`config.mk`:
```
export PLATFORM = sky130hd
export DESIGN_NAME = twmt_master
export DESIGN_NICKNAME = d
export VERILOG_FILES = /design/src/logic/twmt_pkg.sv /design/src/logic/twmt_sync.sv /design/src/logic/twmt_master.sv
export SDC_FILE = /design/constraint.sdc
export NUM_CORES = 1
export LEC_CHECK = 0
export BUFFER_PORTS_ARGS = -buffer_cell sky130_fd_sc_hd__buf_2
export CAP_MARGIN = 5
export CORE_MARGIN = 2
export CORE_UTILIZATION = 65
export CTS_BUF_LIST = sky130_fd_sc_hd__clkbuf_8
export CTS_CLUSTER_SIZE = 25
export DETAILED_ROUTE_END_ITERATION = 8
export PLACE_DENSITY = 0.9
export SETUP_SLACK_MARGIN = 0.5
export SLEW_MARGIN = 20
export SYNTH_ARGS = -nofsm -noshare
export SYNTH_HDL_FRONTEND = slang
export SYNTH_SLANG_ARGS = --single-unit
```
`constraint.sdc`:
```
create_clock -name mclk -period 5.49 [get_ports mclk]
set_clock_uncertainty 0.2 [all_clocks]
set_input_delay 1.098 -clock mclk [delete_from_list [all_inputs] [get_ports mclk]]
set_output_delay 1.098 -clock mclk [all_outputs]
set_load 0.02 [all_outputs]
```
`src/logic/twmt_pkg.sv`:
```
/*
 * Package for the two-wire master transmit sequencer: register offsets,
 * control and status field positions, status codes and bus timing counts.
 * Assumes a 200 MHz system clock.
 */
package twmt_pkg;
    // ------------------------------------------------------------------
    // Register map
    // ------------------------------------------------------------------
    localparam logic [2:0] ADDR_CONTROL = 3'h0;
    localparam logic [2:0] ADDR_STATUS  = 3'h1;
    localparam logic [2:0] ADDR_DATA    = 3'h2;
    localparam logic [2:0] ADDR_IRQ_ST  = 3'h3;
    localparam logic [2:0] ADDR_IRQ_MSK = 3'h4;
    localparam logic [2:0] ADDR_PRESC   = 3'h5;

    // ------------------------------------------------------------------
    // Control register fields
    // ------------------------------------------------------------------
    localparam int CTL_DONE  = 7;
    localparam int CTL_START = 5;
    localparam int CTL_STOP  = 4;
    localparam int CTL_COLL  = 3;
    localparam int CTL_EN    = 2;

    // ------------------------------------------------------------------
    // Status codes, upper five bits of the status register
    // ------------------------------------------------------------------
    localparam logic [7:0] CODE_START      = 8'h08;
    localparam logic [7:0] CODE_RESTART    = 8'h10;
    localparam logic [7:0] CODE_ADDR_ACKED = 8'h18;
    localparam logic [7:0] CODE_ADDR_NACK  = 8'h20;
    localparam logic [7:0] CODE_DATA_ACKED = 8'h28;
    localparam logic [7:0] CODE_DATA_NACK  = 8'h30;
    localparam logic [7:0] CODE_IDLE       = 8'hf8;
    localparam logic [7:0] CODE_MASK       = 8'hf8;

    // ------------------------------------------------------------------
    // Interrupt status bits
    // ------------------------------------------------------------------
    localparam int IRQ_DONE = 0;
    localparam int IRQ_NACK = 1;
    localparam int IRQ_COLL = 2;
    localparam int IRQ_BITS = 3;

    // ------------------------------------------------------------------
    // Timing: one quarter of an SCL period in system clock cycles
    // ------------------------------------------------------------------
    localparam int         CLK_PERIOD_PS  = 5000;
    localparam int         QUARTER_NS     = 625;
    localparam int         QUARTER_CYC    = (QUARTER_NS * 1000) / CLK_PERIOD_PS;
    localparam logic [7:0] PRESC_RESET    = 8'(QUARTER_CYC - 1);

    typedef enum logic [3:0] {
        TWMT_IDLE    = 4'b0000,
        TWMT_START   = 4'b0001,
        TWMT_WAIT    = 4'b0010,
        TWMT_BIT     = 4'b0011,
        TWMT_ACK     = 4'b0100,
        TWMT_STOP    = 4'b0101,
        TWMT_RESTART = 4'b0110
    } twmt_state_t;

    typedef struct packed {
        logic [2:0] addr;
        logic [7:0] wdata;
        logic       wr;
        logic       rd;
    } twmt_req_t;

    typedef struct packed {
        logic scl_oe;
        logic sda_oe;
    } twmt_pins_t;
endpackage

```
`src/logic/twmt_sync.sv`:
```
/*
 * Two-flip-flop synchroniser for one level from outside the clock domain.
 * Assumes the input may change at any time relative to mclk.
 */
`timescale 1ns/10ps
`default_nettype none
module twmt_sync (
    input  wire logic mclk,
    input  wire logic rst,
    input  wire logic din,
    output logic      dout
);
    logic stage1;

    always_ff @(posedge mclk) begin
        if (rst) begin
            stage1 <= 1'b1;
            dout   <= 1'b1;
        end else begin
            stage1 <= din;
            dout   <= stage1;
        end
    end
endmodule
`default_nettype wire

```
`src/logic/twmt_master.sv`:
```
/*
 * Two-wire master transmitter sequencer: START, address plus write, data
 * bytes and STOP, pausing on a step-done flag after START and after each acknowledge.
 * Assumes open-drain pins resolved outside and a one-cycle register port.
 */
// Strobed register access and the placing of the registers were left to the implementer.
`timescale 1ns/10ps
`default_nettype none
module twmt_master (
    input  wire logic              mclk,
    input  wire logic              rst,
    input  wire twmt_pkg::twmt_req_t req,
    output logic [7:0]             rdata,
    input  wire logic              scl_in,
    input  wire logic              sda_in,
    output twmt_pkg::twmt_pins_t   pins,
    output logic                   scl_out,
    output logic                   sda_out,
    output logic                   irq
);
    // ------------------------------------------------------------------
    // Synchronised pin inputs
    // ------------------------------------------------------------------
    logic scl_s;
    logic sda_s;

    twmt_sync u_sync_scl (
        .mclk (mclk),
        .rst  (rst),
        .din  (scl_in),
        .dout (scl_s)
    );

    twmt_sync u_sync_sda (
        .mclk (mclk),
        .rst  (rst),
        .din  (sda_in),
        .dout (sda_s)
    );

    // ------------------------------------------------------------------
    // Register state
    // ------------------------------------------------------------------
    logic                     step_done;
    logic                     enable;
    logic                     start_req;
    logic                     stop_req;
    logic                     write_coll;
    logic [7:0]               shift_data_register;
    logic [4:0]               serial_status_code;
    logic [1:0]               prescaler_bits;
    logic [7:0]               quarter_div;
    logic [twmt_pkg::IRQ_BITS-1:0] irq_status;
    logic [twmt_pkg::IRQ_BITS-1:0] irq_mask;
    logic                     master_transmit_mode;
    logic                     master_receive_mode;

    twmt_pkg::twmt_state_t state;
    logic [1:0]            phase;
    logic [2:0]            bit_idx;
    logic                  addr_phase;
    logic                  set_done;
    logic [7:0]            set_code;
    logic                  nack_event;

    logic wr_ctl;
    logic wr_data;
    logic clear_done;
    assign wr_ctl     = req.wr && req.addr == twmt_pkg::ADDR_CONTROL;
    assign wr_data    = req.wr && req.addr == twmt_pkg::ADDR_DATA;
    assign clear_done = wr_ctl && req.wdata[twmt_pkg::CTL_DONE];

    // ------------------------------------------------------------------
    // Quarter-bit tick divider
    // ------------------------------------------------------------------
    logic [7:0] div_cnt;
    logic       tick;

    always_ff @(posedge mclk) begin
        if (rst || div_cnt == quarter_div) begin
            div_cnt <= 8'h00;
        end else begin
            div_cnt <= div_cnt + 8'h01;
        end
    end

    // Ticks pause while the partner stretches SCL during a released high.
    assign tick = div_cnt == quarter_div && !(scl_out && !scl_s);

    // ------------------------------------------------------------------
    // Control register and step-done flag
    // ------------------------------------------------------------------
    always_ff @(posedge mclk) begin
        if (rst) begin
            step_done  <= 1'b0;
            enable     <= 1'b0;
            start_req  <= 1'b0;
            stop_req   <= 1'b0;
        end else begin
            // flag write one clears; set wins
            if (set_done) begin
                step_done <= 1'b1;
            end else if (clear_done) begin
                step_done <= 1'b0;
            end
            if (wr_ctl) begin
                enable    <= req.wdata[twmt_pkg::CTL_EN];
                start_req <= req.wdata[twmt_pkg::CTL_START];
                stop_req  <= req.wdata[twmt_pkg::CTL_STOP];
            end else if (state == twmt_pkg::TWMT_STOP && phase == 2'd3
                         && tick) begin
                stop_req <= 1'b0;
            end
        end
    end

    // Data may only be loaded while the flag is set, else it collides.
    always_ff @(posedge mclk) begin
        if (rst) begin
            shift_data_register <= 8'hff;
            write_coll          <= 1'b0;
        end else if (wr_data) begin
            if (step_done) begin
                shift_data_register <= req.wdata;
            end else begin
                write_coll <= 1'b1;
            end
        end else if (wr_ctl && !req.wdata[twmt_pkg::CTL_COLL]) begin
            write_coll <= 1'b0;
        end
    end

    always_ff @(posedge mclk) begin
        if (rst) begin
            quarter_div    <= twmt_pkg::PRESC_RESET;
            prescaler_bits <= 2'b00;
            irq_mask       <= '0;
        end else if (req.wr && req.addr == twmt_pkg::ADDR_PRESC) begin
            quarter_div <= req.wdata;
        end else if (req.wr && req.addr == twmt_pkg::ADDR_STATUS) begin
            prescaler_bits <= req.wdata[1:0];
        end else if (req.wr && req.addr == twmt_pkg::ADDR_IRQ_MSK) begin
            irq_mask <= req.wdata[twmt_pkg::IRQ_BITS-1:0];
        end
    end

    // ------------------------------------------------------------------
    // Bus sequencer
    // ------------------------------------------------------------------
    // Each bit takes four ticks: low setup, rise, high sample, fall.
    always_ff @(posedge mclk) begin
        if (rst) begin
            state                <= twmt_pkg::TWMT_IDLE;
            phase                <= 2'd0;
            bit_idx              <= 3'd7;
            addr_phase           <= 1'b0;
            scl_out              <= 1'b1;
            sda_out              <= 1'b1;
            set_done             <= 1'b0;
            set_code             <= twmt_pkg::CODE_IDLE;
            nack_event           <= 1'b0;
            master_transmit_mode <= 1'b0;
            master_receive_mode  <= 1'b0;
        end else begin
            set_done   <= 1'b0;
            nack_event <= 1'b0;
            if (tick) begin
                phase <= phase + 2'd1;
            end
            case (state)
            twmt_pkg::TWMT_IDLE: begin
                phase <= 2'd0;
                if (enable && start_req && !step_done && scl_s && sda_s) begin
                    state <= twmt_pkg::TWMT_START;
                end
            end
            twmt_pkg::TWMT_START: begin
                if (tick && phase == 2'd1) begin
                    sda_out <= 1'b0;
                end
                if (tick && phase == 2'd3) begin
                    scl_out    <= 1'b0;
                    set_done   <= 1'b1;
                    set_code   <= twmt_pkg::CODE_START;
                    addr_phase <= 1'b1;
                    state      <= twmt_pkg::TWMT_WAIT;
                end
            end
            twmt_pkg::TWMT_WAIT: begin
                phase   <= 2'd0;
                bit_idx <= 3'd7;
                if (!step_done && !set_done) begin
                    if (!enable) begin
                        scl_out <= 1'b1;
                        sda_out <= 1'b1;
                        state   <= twmt_pkg::TWMT_IDLE;
                    end else if (stop_req) begin
                        sda_out <= 1'b0;
                        state   <= twmt_pkg::TWMT_STOP;
                    end else begin
                        sda_out <= shift_data_register[7];
                        state   <= twmt_pkg::TWMT_BIT;
                    end
                end
            end
            twmt_pkg::TWMT_BIT: begin
                if (tick && phase == 2'd0) begin
                    sda_out <= shift_data_register[bit_idx];
                end
                if (tick && phase == 2'd1) begin
                    scl_out <= 1'b1;
                end
                if (tick && phase == 2'd3) begin
                    scl_out <= 1'b0;
                    bit_idx <= bit_idx - 3'd1;
                    if (bit_idx == 3'd0) begin
                        state <= twmt_pkg::TWMT_ACK;
                    end
                end
            end
            twmt_pkg::TWMT_ACK: begin
                if (tick && phase == 2'd0) begin
                    sda_out <= 1'b1;
                end
                if (tick && phase == 2'd1) begin
                    scl_out <= 1'b1;
                end
                if (tick && phase == 2'd2) begin
                    nack_event <= sda_s;
                    if (addr_phase) begin
                        set_code <= sda_s ? twmt_pkg::CODE_ADDR_NACK
                                          : twmt_pkg::CODE_ADDR_ACKED;
                    end else begin
                        set_code <= sda_s ? twmt_pkg::CODE_DATA_NACK
                                          : twmt_pkg::CODE_DATA_ACKED;
                    end
                end
                if (tick && phase == 2'd3) begin
                    scl_out  <= 1'b0;
                    set_done <= 1'b1;
                    state    <= twmt_pkg::TWMT_WAIT;
                    if (addr_phase) begin
                        master_transmit_mode <= !shift_data_register[0];
                        master_receive_mode  <= shift_data_register[0];
                    end
                    addr_phase <= 1'b0;
                end
            end
            twmt_pkg::TWMT_STOP: begin
                if (tick && phase == 2'd1) begin
                    scl_out <= 1'b1;
                end
                if (tick && phase == 2'd2) begin
                    sda_out <= 1'b1;
                end
                if (tick && phase == 2'd3) begin
                    master_transmit_mode <= 1'b0;
                    master_receive_mode  <= 1'b0;
                    state                <= twmt_pkg::TWMT_IDLE;
                end
            end
            default: begin
                state <= twmt_pkg::TWMT_IDLE;
            end
            endcase
        end
    end

    always_ff @(posedge mclk) begin
        if (rst) begin
            pins <= '0;
        end else begin
            pins.scl_oe <= !scl_out || step_done;
            pins.sda_oe <= !sda_out;
        end
    end

    // ------------------------------------------------------------------
    // Status code capture
    // ------------------------------------------------------------------
    // The code is meaningful only while the flag stands; otherwise idle.
    always_ff @(posedge mclk) begin
        if (rst) begin
            serial_status_code <= twmt_pkg::CODE_IDLE[7:3];
        end else if (set_done) begin
            serial_status_code <= set_code[7:3];
        end else if (!step_done) begin
            serial_status_code <= twmt_pkg::CODE_IDLE[7:3];
        end
    end

    // ------------------------------------------------------------------
    // Interrupt status and mask
    // ------------------------------------------------------------------
    logic [twmt_pkg::IRQ_BITS-1:0] irq_set;
    logic [twmt_pkg::IRQ_BITS-1:0] irq_clr;
    assign irq_set = {wr_data && !step_done, nack_event, set_done};
    assign irq_clr = (req.wr && req.addr == twmt_pkg::ADDR_IRQ_ST)
                     ? req.wdata[twmt_pkg::IRQ_BITS-1:0] : '0;

    always_ff @(posedge mclk) begin
        if (rst) begin
            irq_status <= '0;
            irq         <= 1'b0;
        end else begin
            irq_status <= irq_set | (irq_status & ~irq_clr);
            irq        <= |(irq_status & irq_mask);
        end
    end

    // ------------------------------------------------------------------
    // Read port
    // ------------------------------------------------------------------
    always_ff @(posedge mclk) begin
        if (rst) begin
            rdata <= 8'h00;
        end else if (req.rd) begin
            case (req.addr)
            twmt_pkg::ADDR_CONTROL: rdata <= {step_done, 1'b0, start_req,
                stop_req, write_coll, enable, 2'b00};
            twmt_pkg::ADDR_STATUS: rdata <= {serial_status_code, 1'b0,
                prescaler_bits};
            twmt_pkg::ADDR_DATA: rdata <= shift_data_register;
            twmt_pkg::ADDR_IRQ_ST: rdata <= {5'b00000, irq_status};
            twmt_pkg::ADDR_IRQ_MSK: rdata <= {5'b00000, irq_mask};
            twmt_pkg::ADDR_PRESC: rdata <= {quarter_div[7:2],
                master_receive_mode, master_transmit_mode};
            default: rdata <= 8'h00;
            endcase
        end else begin
            rdata <= 8'h00;
        end
    end
endmodule
`default_nettype wire

```
== Word level (Yosys, flattened, before mapping) ==
Index checks and enable logic that the tools add are counted.
Operators by class
  reduce and logical (&&, ||, !) cells: 62
  $lt $le $gt $ge: 1
  add/subtract/negate cells: 3
  equal/unequal tests: 31
  mux-type cells: 53
  bitwise gates (word level): 10
Operators with widths (number)
  $pmux 8 s6: 1
  $mux 1: 26
  $ne 2x2->1 const B: 13
  $mux 4: 6
  $logic_and 1x1->1: 22
  $pmux 4 s5: 1
  $mux 8: 2
  $pmux 8 s2: 1
  $mux 5: 3
  $mux 3: 4
  $mux 6: 2
  $reduce_and 6->1: 2
  $reduce_bool 2->1: 6
  $reduce_and 3->1: 3
  $reduce_or 3->1: 3
  $add 8x1->8 const B: 1
  $eq 4x2->1 const B: 2
  $eq 4x3->1 const B: 2
  $eq 8x8->1: 1
  $logic_not 1->1: 8
  $ne 2x1->1 const B: 4
  $reduce_and 2->1: 4
  $reduce_and 4->1: 2
  $reduce_or 2->1: 4
  other kinds (24): 37
Storage, ports and cells
  bits of input ports: 17
  register bits: 81
  output and inout bits: 13

== Longest topological paths before layout ==
Gate-level depths: netlist (run 1).
  depth in word-level cells: 8
  gate-level depth with buffers: 7
  mapped depth without buffers: 7

== Hierarchy ==
A second synthesis (run 1) with hierarchy kept.
Second synthesis, totals
  cells, all modules: 417
  area, all modules: 3578.4 sq um
Modules (own cells, without submodules)
  twmt_master: cells an instance 409, seq. area each 1421.4 sq um, times used 1, area an instance 3473.3 sq um
  twmt_sync: cells an instance 4, seq. area each 40.0 sq um, times used 2, area an instance 52.6 sq um

== Least setup slack after synthesis (run 1) ==
OpenSTA, ideal clock, no wires.
  path type: input-to-reg
  start: input req[11] (netlist bit)
  end: register shift_data_register[7]
  stages: 6
  data required time: 5.149 ns
  setup time: 0.141 ns
  arrival time: 2.206 ns
  path buffers: 2
  setup slack: 2.943 ns
  cell sequence: clkbuf_1 > nor2b_1 > nor2b_1 > and3_1 > buf_2 > o211ai_1
Between the ends
  longest elaborated chain between the ends: 3
Ends and longest elaborated chain
  from (decl): line twmt_master.sv:12  | input wire twmt_pkg::twmt_req_t req,
  $eq 3x2->1: line twmt_master.sv:70  | assign wr_data = req.wr && req.addr == twmt_pkg::ADDR_DATA;
  $logic_and 1x1->1: line twmt_master.sv:70
  $reduce_and 2->1 (no line)
  to (signal assigned): line twmt_master.sv:124  | shift_data_register <= req.wdata;
  to (decl): line twmt_master.sv:49  | logic [7:0] shift_data_register;
Every way passes these cells.
A chain may end at the register's enable or synchronous reset.

== Worst setup path in the final report (run 1) ==
  start: input rst
  end: register div_cnt[7]
Between the ends
  longest elaborated chain between the ends: 1
Ends and longest elaborated chain
  from (decl): line twmt_master.sv:11  | input wire logic rst,
  $logic_or 1x1->1: line twmt_master.sv:80  | if (rst || div_cnt == quarter_div) begin
  to (signal assigned): line twmt_master.sv:83  | div_cnt <= div_cnt + 8'h01;
  to (decl): line twmt_master.sv:76  | logic [7:0] div_cnt;
Every way passes these cells.

==> metrics.md, run 1 <==
| Metric | Value |
|---|---|
| Synth cell types | 56 |
| Critical path, cell by cell | buf_2 > clkinv_1 > o21ai_1 > nor2_1 |
| Port Buffers | 29 |
| Antenna cells | 0 |
| Worst min-delay path class | reg2reg |
| Ys async rst share | 0 |
| Initial core utilization | 0.685 |
| Setup violators final | 0 |
| Power density cells | roughly 320 nW/µm² |
| Final Max Slew Viols | 0 |
| DRC viols | 0 |
| CTS tree | built |
| First-pass GRT wire length | 14100 µm |
| Fin crit share | 0.583 |
| Die area | 6090 µm² |
| CP endpoint kind | flop |
| Main combinational cell family by area after synthesis | simple AND/OR/NAND/NOR gates |
| Seq/Total Area, Yosys | 0.421 |
| GRT Overall Usage | 0.297 |
| Antenna viol nets, final | 0 |
| Fmax | 0.312 GHz |
| Post-route setup TNS | 0 ns |
| Fin nets | between 400 and 500 |
| Register-to-Register Path Depth | 6 |
| Placed cell areas | 3710 µm² |
| Adder-cell share of the synthesized area | 0.0281 |
| Min cycle time layout | 3.20 ns |
| EDFF count, synth | 0 |
| Syn Nets | 444 |
| Overflow after GRT | 0 |
| Clk sinks | 75 |
| Core area | 5200 µm² |
| Final hold slack | 0.220 ns |
| Hold endpoint | pins[0] |
| Die Y | 78.0 µm |
| Most frequent cells in the layout | nand2_1 (76), dfxtp_1 (75), nor2_1 (42), buf_2 (29), a21oi_1 (28) |
| CP max FO | 39 |
| Xor and xnor area share after synthesis | 0.0562 |
| Layout cells sized above 1 | 0.158 |
| Largest net degree at the start of global routing | 40 |
| Vias in the first global route | 2926 |
| Crit path required time | 5.52 ns |
| Final Hold Vio Count | 0 |
| Boundary Pins | 30 |
| Worst vdd ir | 0.212 mV |
| Main synth FF type | dfxtp_1 |
| Synthesized cell area | 3560 µm² |
| WL final | 8510 µm |
| Startpoint types | input port |
| DR vias | 3145 |
| Reg2reg end | master_transmit_mode |
| 1st-iter DRT viols | 417 |
| Post-CTS Hold Buffers | 0 |
| Syn_area_per_cell | 8.50 µm² |
| CTS buffer count | 9 |
| Post_cts resized | 0 |
| Routed len/inst | ~17 µm |
| Max Cap Viol | 0 |
| Worst-Skew Late Latency | roughly 0.35 ns |
| CP arrival | 3.23 ns |
| R2R Path Start | quarter_div[2] |
| Die W | 78.0 µm |
| Simple-Gate Fraction of Synth Area | 0.251 |
| Tightest Pin Transition | slightly below 0.8 ns |
| Setup CP Type | in2reg |
| Footprint of the multi-input gates | 1930 µm² |
| Status | finished, final reports clean |
| Depth of the worst hold-timing path | 1 |
| Setup bufs post-CTS | 0 |
| R2R Setup Slk | 2.89 ns |
| Seq cells post-synth | 75 |
| Drt pass-1 iters | 6 |
| Multiplexer area fraction after synthesis | 0.0614 |
| Htree depth | 3 |
| CP max-delay cell | clkinv_1 |
| Area Overhead vs Synth | 10.2% |
| Dpl hpwl | 5970 µm |
| Post-Syn Instances | 419 |
| Delay of the slowest critical-path stage | 0.85 ns |
| Vias/cell | 6.13 |
| Commonest non-fill, non-tap cell in the layout | nand2_1 |
| RSZ-0062 raised after global routing | no |
| HP Start | sda_out |
| Worst-case clock buffer depth | 2 |
| Reg clk slew, reported paths | 0.08 ns |
| GPL Wtd Cong | 0.931 |
| Clock Root Buffer | clkbuf_8 |
| Register area | 1500 µm² |
| Max_slew headroom | 0.466 |
| Antenna violations before repair | 0 |
| Fill count | 370 |
| Compound-Gate Fraction of Synth Area | 0.144 |
| Site Rows | 26 |
| Design area | about 3900 µm² |
| Overall power | 1.27 mW |
| Pleak | approximately 1.6 nW |
| Synth warn | 0 |
worst max-delay path, delay by kind of cell:
| kind | cells | cell delay (ns) |
|---|---|---|
| AND/OR/NAND/NOR | 1 | 0.10 |
| AO/OA/AOI/OAI | 1 | 0.63 |
| buffers and inverters | 2 | 1.38 |
cell usage after synthesis, drive strengths merged (4+ instances only):
| cell type | instances | area share |
|---|---|---|
| or2 | 4 | 0.0070 |
| ha | 8 | 0.028 |
| a22oi | 4 | 0.0084 |
| inv | 13 | 0.014 |
| nor3 | 8 | 0.014 |
| nor2 | 42 | 0.044 |
| and3 | 5 | 0.0088 |
| mux2i | 14 | 0.039 |
| a31oi | 9 | 0.016 |
| o21ai | 15 | 0.021 |
| clkbuf | 18 | 0.019 |
| a21oi | 29 | 0.042 |
| nor2b | 7 | 0.012 |
| xnor2 | 14 | 0.051 |
| nand2 | 76 | 0.080 |
| nand3 | 25 | 0.035 |
| dfxtp | 75 | 0.42 |
flip-flops by register name, summed over array words and instances (netlist names), 2 cells and up:
name and flops:
shift_data_register 8, div_cnt 8, prescaler_bits 2, phase 2
pins 2, rdata 8, quarter_div 8, state 3
irq_status 3, irq_mask 3, serial_status_code 4, bit_idx 3
set_code 4
layout make-up:
class,count,area share
Clock buffer,11,0.0386
Clock inverter,5,0.0153
Inverter,14,0.0134
Multi-Input combinational cell,309,0.491
Sequential cell,75,0.382
Tap cell,70,0.0223
Timing Repair Buffer,29,0.0370
kinds of logic (layout without fill, tap and decap cells):
family	count (synthesis)	after routing
adders and majority gates	8	8
and+or+nand+nor	185	185
muxes	19	19
DFF	75	75
buffers and inverters	35	59
AOI/OAI and AO/OA	81	81
xor gates and xnor gates	16	16
report_power, final:
group / switching, mW / leakage [nW] / total [mW] / internal (mW)
logic: 0.127 / 0.881 / 0.216 / 0.0889
clock network: 0.209 / 0.106 / 0.445 / 0.236
registers: 0.0450 / 0.609 / 0.611 / 0.566
total: 0.381 / 1.60 / 1.27 / 0.891
how the worst max path moves through the flow:
stage	cells past startpoint	from	to
floorplan	6	req[11]	shift_data_register[7]
global placement	4	rst	div_cnt[6]
detailed placement	4	rst	div_cnt[5]
CTS	4	rst	div_cnt[5]
global route	4	rst	div_cnt[5]
finish	4	rst	div_cnt[7]
stage by stage:
step | worst slack, ns | util | cells
after detailed placement | 1.93 | 0.714 | 497
final | 2.29 | 0.754 | 513
after global placement | 2.06 | 0.714 | 497
after floorplan | 2.94 | - | 419
after global routing | 2.07 | 0.754 | 513
after CTS | 2.33 | 0.754 | 513
routing by layer:
| metal | vias to the layer above | track usage | routed length [µm] |
|---|---|---|---|
| met5 | - | 0 | 0 |
| met4 | 0 | 0.109 | 222 |
| met3 | 30 | 0.0828 | 718 |
| met2 | 166 | 0.481 | 4120 |
| met1 | 1457 | 0.382 | 3450 |
| li1 | 1492 | - | - |
(Power assumes the default switching activity.)
==> run 2, diff against run 1 <==
CORE_UTILIZATION = 62   (was 65)
PLACE_DENSITY = 0.86   (was 0.9)
clock period = 3.29 ns   (was 5.49 ns; I/O delays follow)
==> run 2 against run 1 <==
  * Die area grew 4.6%
  * Worst setup slack lost 1.2 ns
  * Combinational power grew 70%
  * Sequential power grew 67%
  * Clock power grew 69%
  * Non-clock buffer count grew 2
  * Count of clock-buffer cells in the layout shrank 2
  * Flip-flop and latch count is the same
  * Total power grew 68%
  * Register-to-register slack lost 1.8 ns
  * Cell count grew 0.58%
  * Wire length grew 0.82%
  * Critical endpoint is now sda_out
  * Largest cell class unchanged
  * Highest routed layer unchanged
==> metrics.md, run 2 (same netlist as run 1, synthesis figures left out) <==
| Metric | Value |
|---|---|
| Status | finished, final reports clean |
| WL final | 8580 µm |
| Fmax | roughly 0.45 GHz |
| Met1 Wirelength | 3580 µm |
| CP arrival | 2.33 ns |
| Drt pass-1 iters | 5 |
| Die W | roughly 80 µm |
| Worst-Skew Late Latency | around 0.35 ns |
| Commonest non-fill, non-tap cell in the layout | nand2_1 |
| RSZ-0062 raised after global routing | no |
| First-pass GRT wire length | between 10000 and 15000 µm |
| Worst min-delay path class | reg2reg |
| 1st-iter DRT viols | between 300 and 400 |
| Tightest Pin Transition | 0.671 ns |
| Depth of the worst hold-timing path | 1 |
| Worst vdd ir | approximately 0.40 mV |
| Site Rows | 27 |
| Die Y | between 70 and 80 µm |
| Power density cells | roughly 540 nW/µm² |
| Setup CP Type | reg2reg |
| Delay of the slowest critical-path stage | roughly 0.46 ns |
| CP endpoint kind | flop |
| Final core utilization | 0.711 |
| Startpoint types | flop |
| Antenna viol nets, final | 0 |
| Htree depth | 3 |
| Die area | 6370 µm² |
| Critical path, cell by cell | xnor2_2 > nand4_4 > nor3b_4 > a21oi_1 > nor4_2 > mux2i_1 |
| DRC viols | 0 |
| Post_cts resized | 0 |
| Reg2reg end | sda_out |
| R2R Path Start | quarter_div[2] |
| Setup bufs post-CTS | 0 |
| Register-to-Register Path Depth | 6 |
| CP max FO | 8 |
| CTS tree | built |
| CTS buffer count | 9 |
| GPL Wtd Cong | 0.944 |
| Fill count | between 400 and 500 |
| Metal3 WL | around 610 µm |
| Hold endpoint | u_sync_sda.dout |
| Port Buffers | 29 |
| HP Start | u_sync_sda.stage1 |
| Max_slew headroom | 0.552 |
| Vias in the first global route | ~3k |
| DR top layer | met4 |
| Reg clk slew, reported paths | 0.08 ns |
| Min cycle time layout | 2.25 ns |
| Core area | 5540 µm² |
| Antenna violations before repair | 0 |
| Overflow after GRT | 0 |
| Fin nets | 465 |
| Clock Root Buffer | clkbuf_8 |
| Crit path required time | 3.37 ns |
| Final Hold Vio Count | 0 |
| GRT Overall Usage | 0.285 |
| DR vias | just over 3k |
| Post-CTS Hold Buffers | 0 |
| CP max-delay cell | nor3b_4 |
| Routed len/inst | 16.6 µm |
| Post-route setup TNS | 0 ns |
| Area Overhead vs Synth | 10.5% |
| Met2 WL post-DR | between 4000 and 5000 µm |
| Initial core utilization | 0.643 |
| Layout cells sized above 1 | 0.158 |
| Final Max Slew Viols | 0 |
| Setup violators final | 0 |
| Largest net degree at the start of global routing | 40 |
| Max Cap Viol | 0 |
| Register area | between 1500 and 2000 µm² |
| Footprint of the multi-input gates | 1930 µm² |
| Clk sinks | 75 |
| Fin crit share | 0.683 |
| Pleak | between 1.5 and 2 nW |
| Worst-case clock buffer depth | 2 |
| R2R Setup Slk | 1.04 ns |
| Boundary Pins | 30 |
| Dpl hpwl | between 6000 and 7000 µm |
| Vias/cell | around 6 |
| Most frequent cells in the layout | nand2_1 (76), dfxtp_1 (75), nor2_1 (42), buf_2 (29), a21oi_1 (28) |
| Antenna cells | 0 |
-- run 2: changes by cell type in the layout (fill, tap and decap cells not counted) --
cell,delta
bufinv_16,+1
clkbuf_8,-2
buf_4,+2
inv_1,+1
inv_6,-1
clkinvlp_4,-1
clkinv_2,+1
-- run 2: worst max path at each step --
stage | startpoint | end | slack, ns | cells after the start
floorplan | req[11] | shift_data_register[7] | 1.18 | 6
global placement | rst | div_cnt[5] | 0.88 | 4
detailed placement | rst | div_cnt[5] | 0.80 | 4
CTS | div_cnt[4] | sda_out | 1.05 | 6
global route | state[1] | bit_idx[0] | 0.91 | 6
finish | quarter_div[2] | sda_out | 1.04 | 6
-- run 2: final cells by class --
type                            instances  share of cell area
Timing Repair Buffer                   31              0.0407
Multi-Input combinational cell        309               0.490
Tap cell                               72              0.0229
Clock buffer                            9              0.0314
Inverter                               14              0.0133
Sequential cell                        75               0.381
Clock inverter                          6              0.0210
-- run 2: stage by stage --
step / std cells / worst slack, ns / power [mW] / hold slack (ns) / cell area, µm²
6_report: 516 / 1.04 / 2.14 / 0.218 / 3940
5_1_grt: 516 / 0.910 / 2.22 / 0.229 / 3940
4_1_cts: 516 / 1.05 / 2.14 / 0.223 / 3940
3_5_place_dp: 501 / 0.801 / 1.40 / 0.202 / 3730
3_3_place_gp: 501 / 0.878 / 1.38 / 0.191 / 3730
2_1_floorplan: 419 / 1.18 / 1.30 / 0.189 / 3560
-- run 2: where the power goes --
| part | internal, mW | switching, mW | total, mW |
|---|---|---|---|
| Clock | 0.419 | 0.332 | 0.750 |
| Combinational | 0.149 | 0.219 | 0.368 |
| Sequential | 0.945 | 0.0780 | 1.02 |
-- run 2: critical path, delay by kind of cell, from the launching register on --
| family | cells | cell delay [ns] |
|---|---|---|
| compound gates | 1 | 0.14 |
| xor+xnor | 1 | 0.16 |
| flops | 1 | 0.44 |
| mux | 1 | 0.23 |
| simple gates | 3 | 1.01 |
-- run 2: per-layer routing --
layer,up-vias,track usage
li1,1495,-
met4,0,0.0949
met3,24,0.0814
met5,-,0
met1,1436,0.357
met2,114,0.471
==> run 3, diff against run 2 <==
CORE_UTILIZATION = 56   (was 62)
PLACE_DENSITY = 0.82   (was 0.86)
clock period = 1.9 ns   (was 3.29 ns; I/O delays follow)
==> run 3 against run 2 <==
  * The flow now finishes with violations (setup timing)
  * Count of clock-buffer cells in the layout stayed put
  * First-iteration DRC count is 5.7% lower
  * Combinational power grew to 2.5 times the previous value
  * Cell count is 10% higher
  * Register-to-register slack worse by 1.1 ns
  * Flip-flop and latch count stayed put
  * Wire length is 20% higher
  * Fmax is 14% higher
  * Sequential power is 68% higher
  * Critical path depth stayed put
  * Critical endpoint is now master_transmit_mode
==> metrics.md, run 3 (same netlist as run 1, synthesis figures left out) <==
| Metric | Value |
|---|---|
| Status | complete, but fails checks |
| Failing checks | setup timing |
| Overall power | 4.01 mW |
| Vias in the first global route | 3333 |
| CP arrival | 2.06 ns |
| Grt peak-use layer | met2 |
| Min cycle time layout | approximately 2.0 ns |
| Vias/cell | 6.10 |
| Reg clk slew, reported paths | 0.08 ns |
| Initial core utilization | 0.571 |
| Final Max Slew Viols | 0 |
| Area Overhead vs Synth | 33.0% |
| Largest net degree at the start of global routing | 19 |
| Place WS | -0.0666 ns |
| Final core utilization | 0.759 |
| Register-to-Register Path Depth | 6 |
| Die area | approximately 7000 µm² |
| Fmax | 0.509 GHz |
| Fin crit share | 1.03 |
| Die Y | 83.8 µm |
| Crit path required time | 1.99 ns |
| DRC viols | 0 |
| CP endpoint kind | flop |
| Pleak | 1.93 nW |
| Final hold slack | between 0.015 and 0.02 ns |
| 1st-iter DRT viols | 316 |
| Antenna viol nets, final | 0 |
| Worst min-delay path class | in2reg |
| Int Power | 2.79 mW |
| CTS buffer count | 9 |
| Site Rows | 29 |
| Core area | 6240 µm² |
| Startpoint types | flop |
| Footprint of the multi-input gates | ~2200 µm² |
| GPL Wtd Cong | ~0.9 |
| HP Start | sda_in |
| Grt met2 use | 0.476 |
| Clock Root Buffer | clkbuf_8 |
| Fin nets | 514 |
| Met1 Use GR | 0.351 |
| Overflow after GRT | 0 |
| GR Util met3 | 0.0574 |
| Register share of total power | 0.428 |
| Sw frac | 0.304 |
| RSZ-0062 raised after global routing | yes |
| Antenna cells | 0 |
| Layout cells sized above 1 | 0.385 |
| Clk sinks | 75 |
| Die W | 83.8 µm |
| Most frequent cells in the layout | nand2_1 (67), dfxtp_1 (51), buf_4 (43), nor2_1 (37), a21oi_1 (24) |
| GRT Overall Usage | 0.289 |
| Antenna violations before repair | 0 |
| Final worst setup slack | -0.0660 ns |
| Final Hold Vio Count | 0 |
| Worst vdd ir | 0.820 mV |
| WL final | 10300 µm |
| Fill count | 419 |
| Sw Pwr | 1.22 mW |
| Depth of the worst hold-timing path | 2 |
| Crit path launch | div_cnt[1] |
| CTS tree | built |
| Routed len/inst | 18.1 µm |
| Drt pass-1 iters | 5 |
| First-pass GRT wire length | 16000 µm |
| Worst-Skew Late Latency | 0.36 ns |
| Max_slew headroom | 0.632 |
| Register area | between 1500 and 2000 µm² |
| Power density cells | 845 nW/µm² |
| Port Buffers | 29 |
| Setup CP Type | reg2reg |
| Worst-case clock buffer depth | 2 |
| Comb power frac | 0.233 |
| Boundary Pins | 30 |
| Htree depth | 3 |
| Post-route setup TNS | -0.159 ns |
| CP max FO | 4 |
| Dpl hpwl | ~6500 µm |
| Max Cap Viol | 0 |
| R2R Path Start | div_cnt[1] |
| DR vias | 3476 |
| Tightest Pin Transition | roughly 0.55 ns |
| Commonest non-fill, non-tap cell in the layout | nand2_1 |
| Clock Power Share | 0.339 |
| Setup violators final | 5 |
[run 3: cell types whose count changed in the layout (fill, tap and decap cells not counted), sizes merged]
cell,previous run,this run
clkbuf,9,11
clkinv,4,3
dlygate4sd3,0,1
clkinvlp,0,1
buf,31,77
[run 3: layout make-up]
cell class,count,share of cell area
Multi-Input combinational cell,309,0.464
Sequential cell,75,0.324
Timing Repair Buffer,80,0.136
Clock buffer,9,0.0261
Tap cell,77,0.0203
Clock inverter,6,0.0190
Inverter,14,0.0111
[run 3: critical path, cell delays in order, from the launching register on]
cell and delay [ns]:
dfxtp_2 0.34, xnor2_2 0.21, nand4_4 0.18, nor3_4 0.30, o2111ai_2 0.17, or3b_1 0.38, a21oi_1 0.12
[run 3: worst paths after layout]
check                         endpoint  slack, ns
hold / removal       u_sync_sda.stage1       0.02
setup reg to reg  master_transmit_mode      -0.07
setup / recovery  master_transmit_mode      -0.07
hold reg to reg        u_sync_sda.dout       0.22
[run 3: power by group through the flow]
stage	clock (mW)	sequential, mW	combinational (mW)
6_report	1.36	1.71	0.935
5_1_grt	1.42	1.72	0.993
4_1_cts	1.35	1.71	0.880
3_5_place_dp	0	1.74	0.802
3_3_place_gp	0	1.74	0.785
2_1_floorplan	0	1.74	0.546
[run 3: routing by layer]
layer	wire [µm]	vias up
li1	-	1597
met1	4010	1608
met2	5110	234
met3	829	37
met4	345	0
met5	0	-
[run 3: through the flow]
stage          cell area (µm²)  std cells
6_report                  4740        570
3_5_place_dp              4110        540
4_1_cts                   4610        565
5_1_grt                   4740        570
2_1_floorplan             3750        419
3_3_place_gp              4110        540
[run 3: repair_timing]
item,4_1_cts,5_1_grt
buffers inserted,9,4
endpoints found under the hold margin,1,0
gates cloned,0,1
endpoints found under the setup margin,42,57
hold buffers,1,0
pin swaps,29,22
resized for setup,61,36
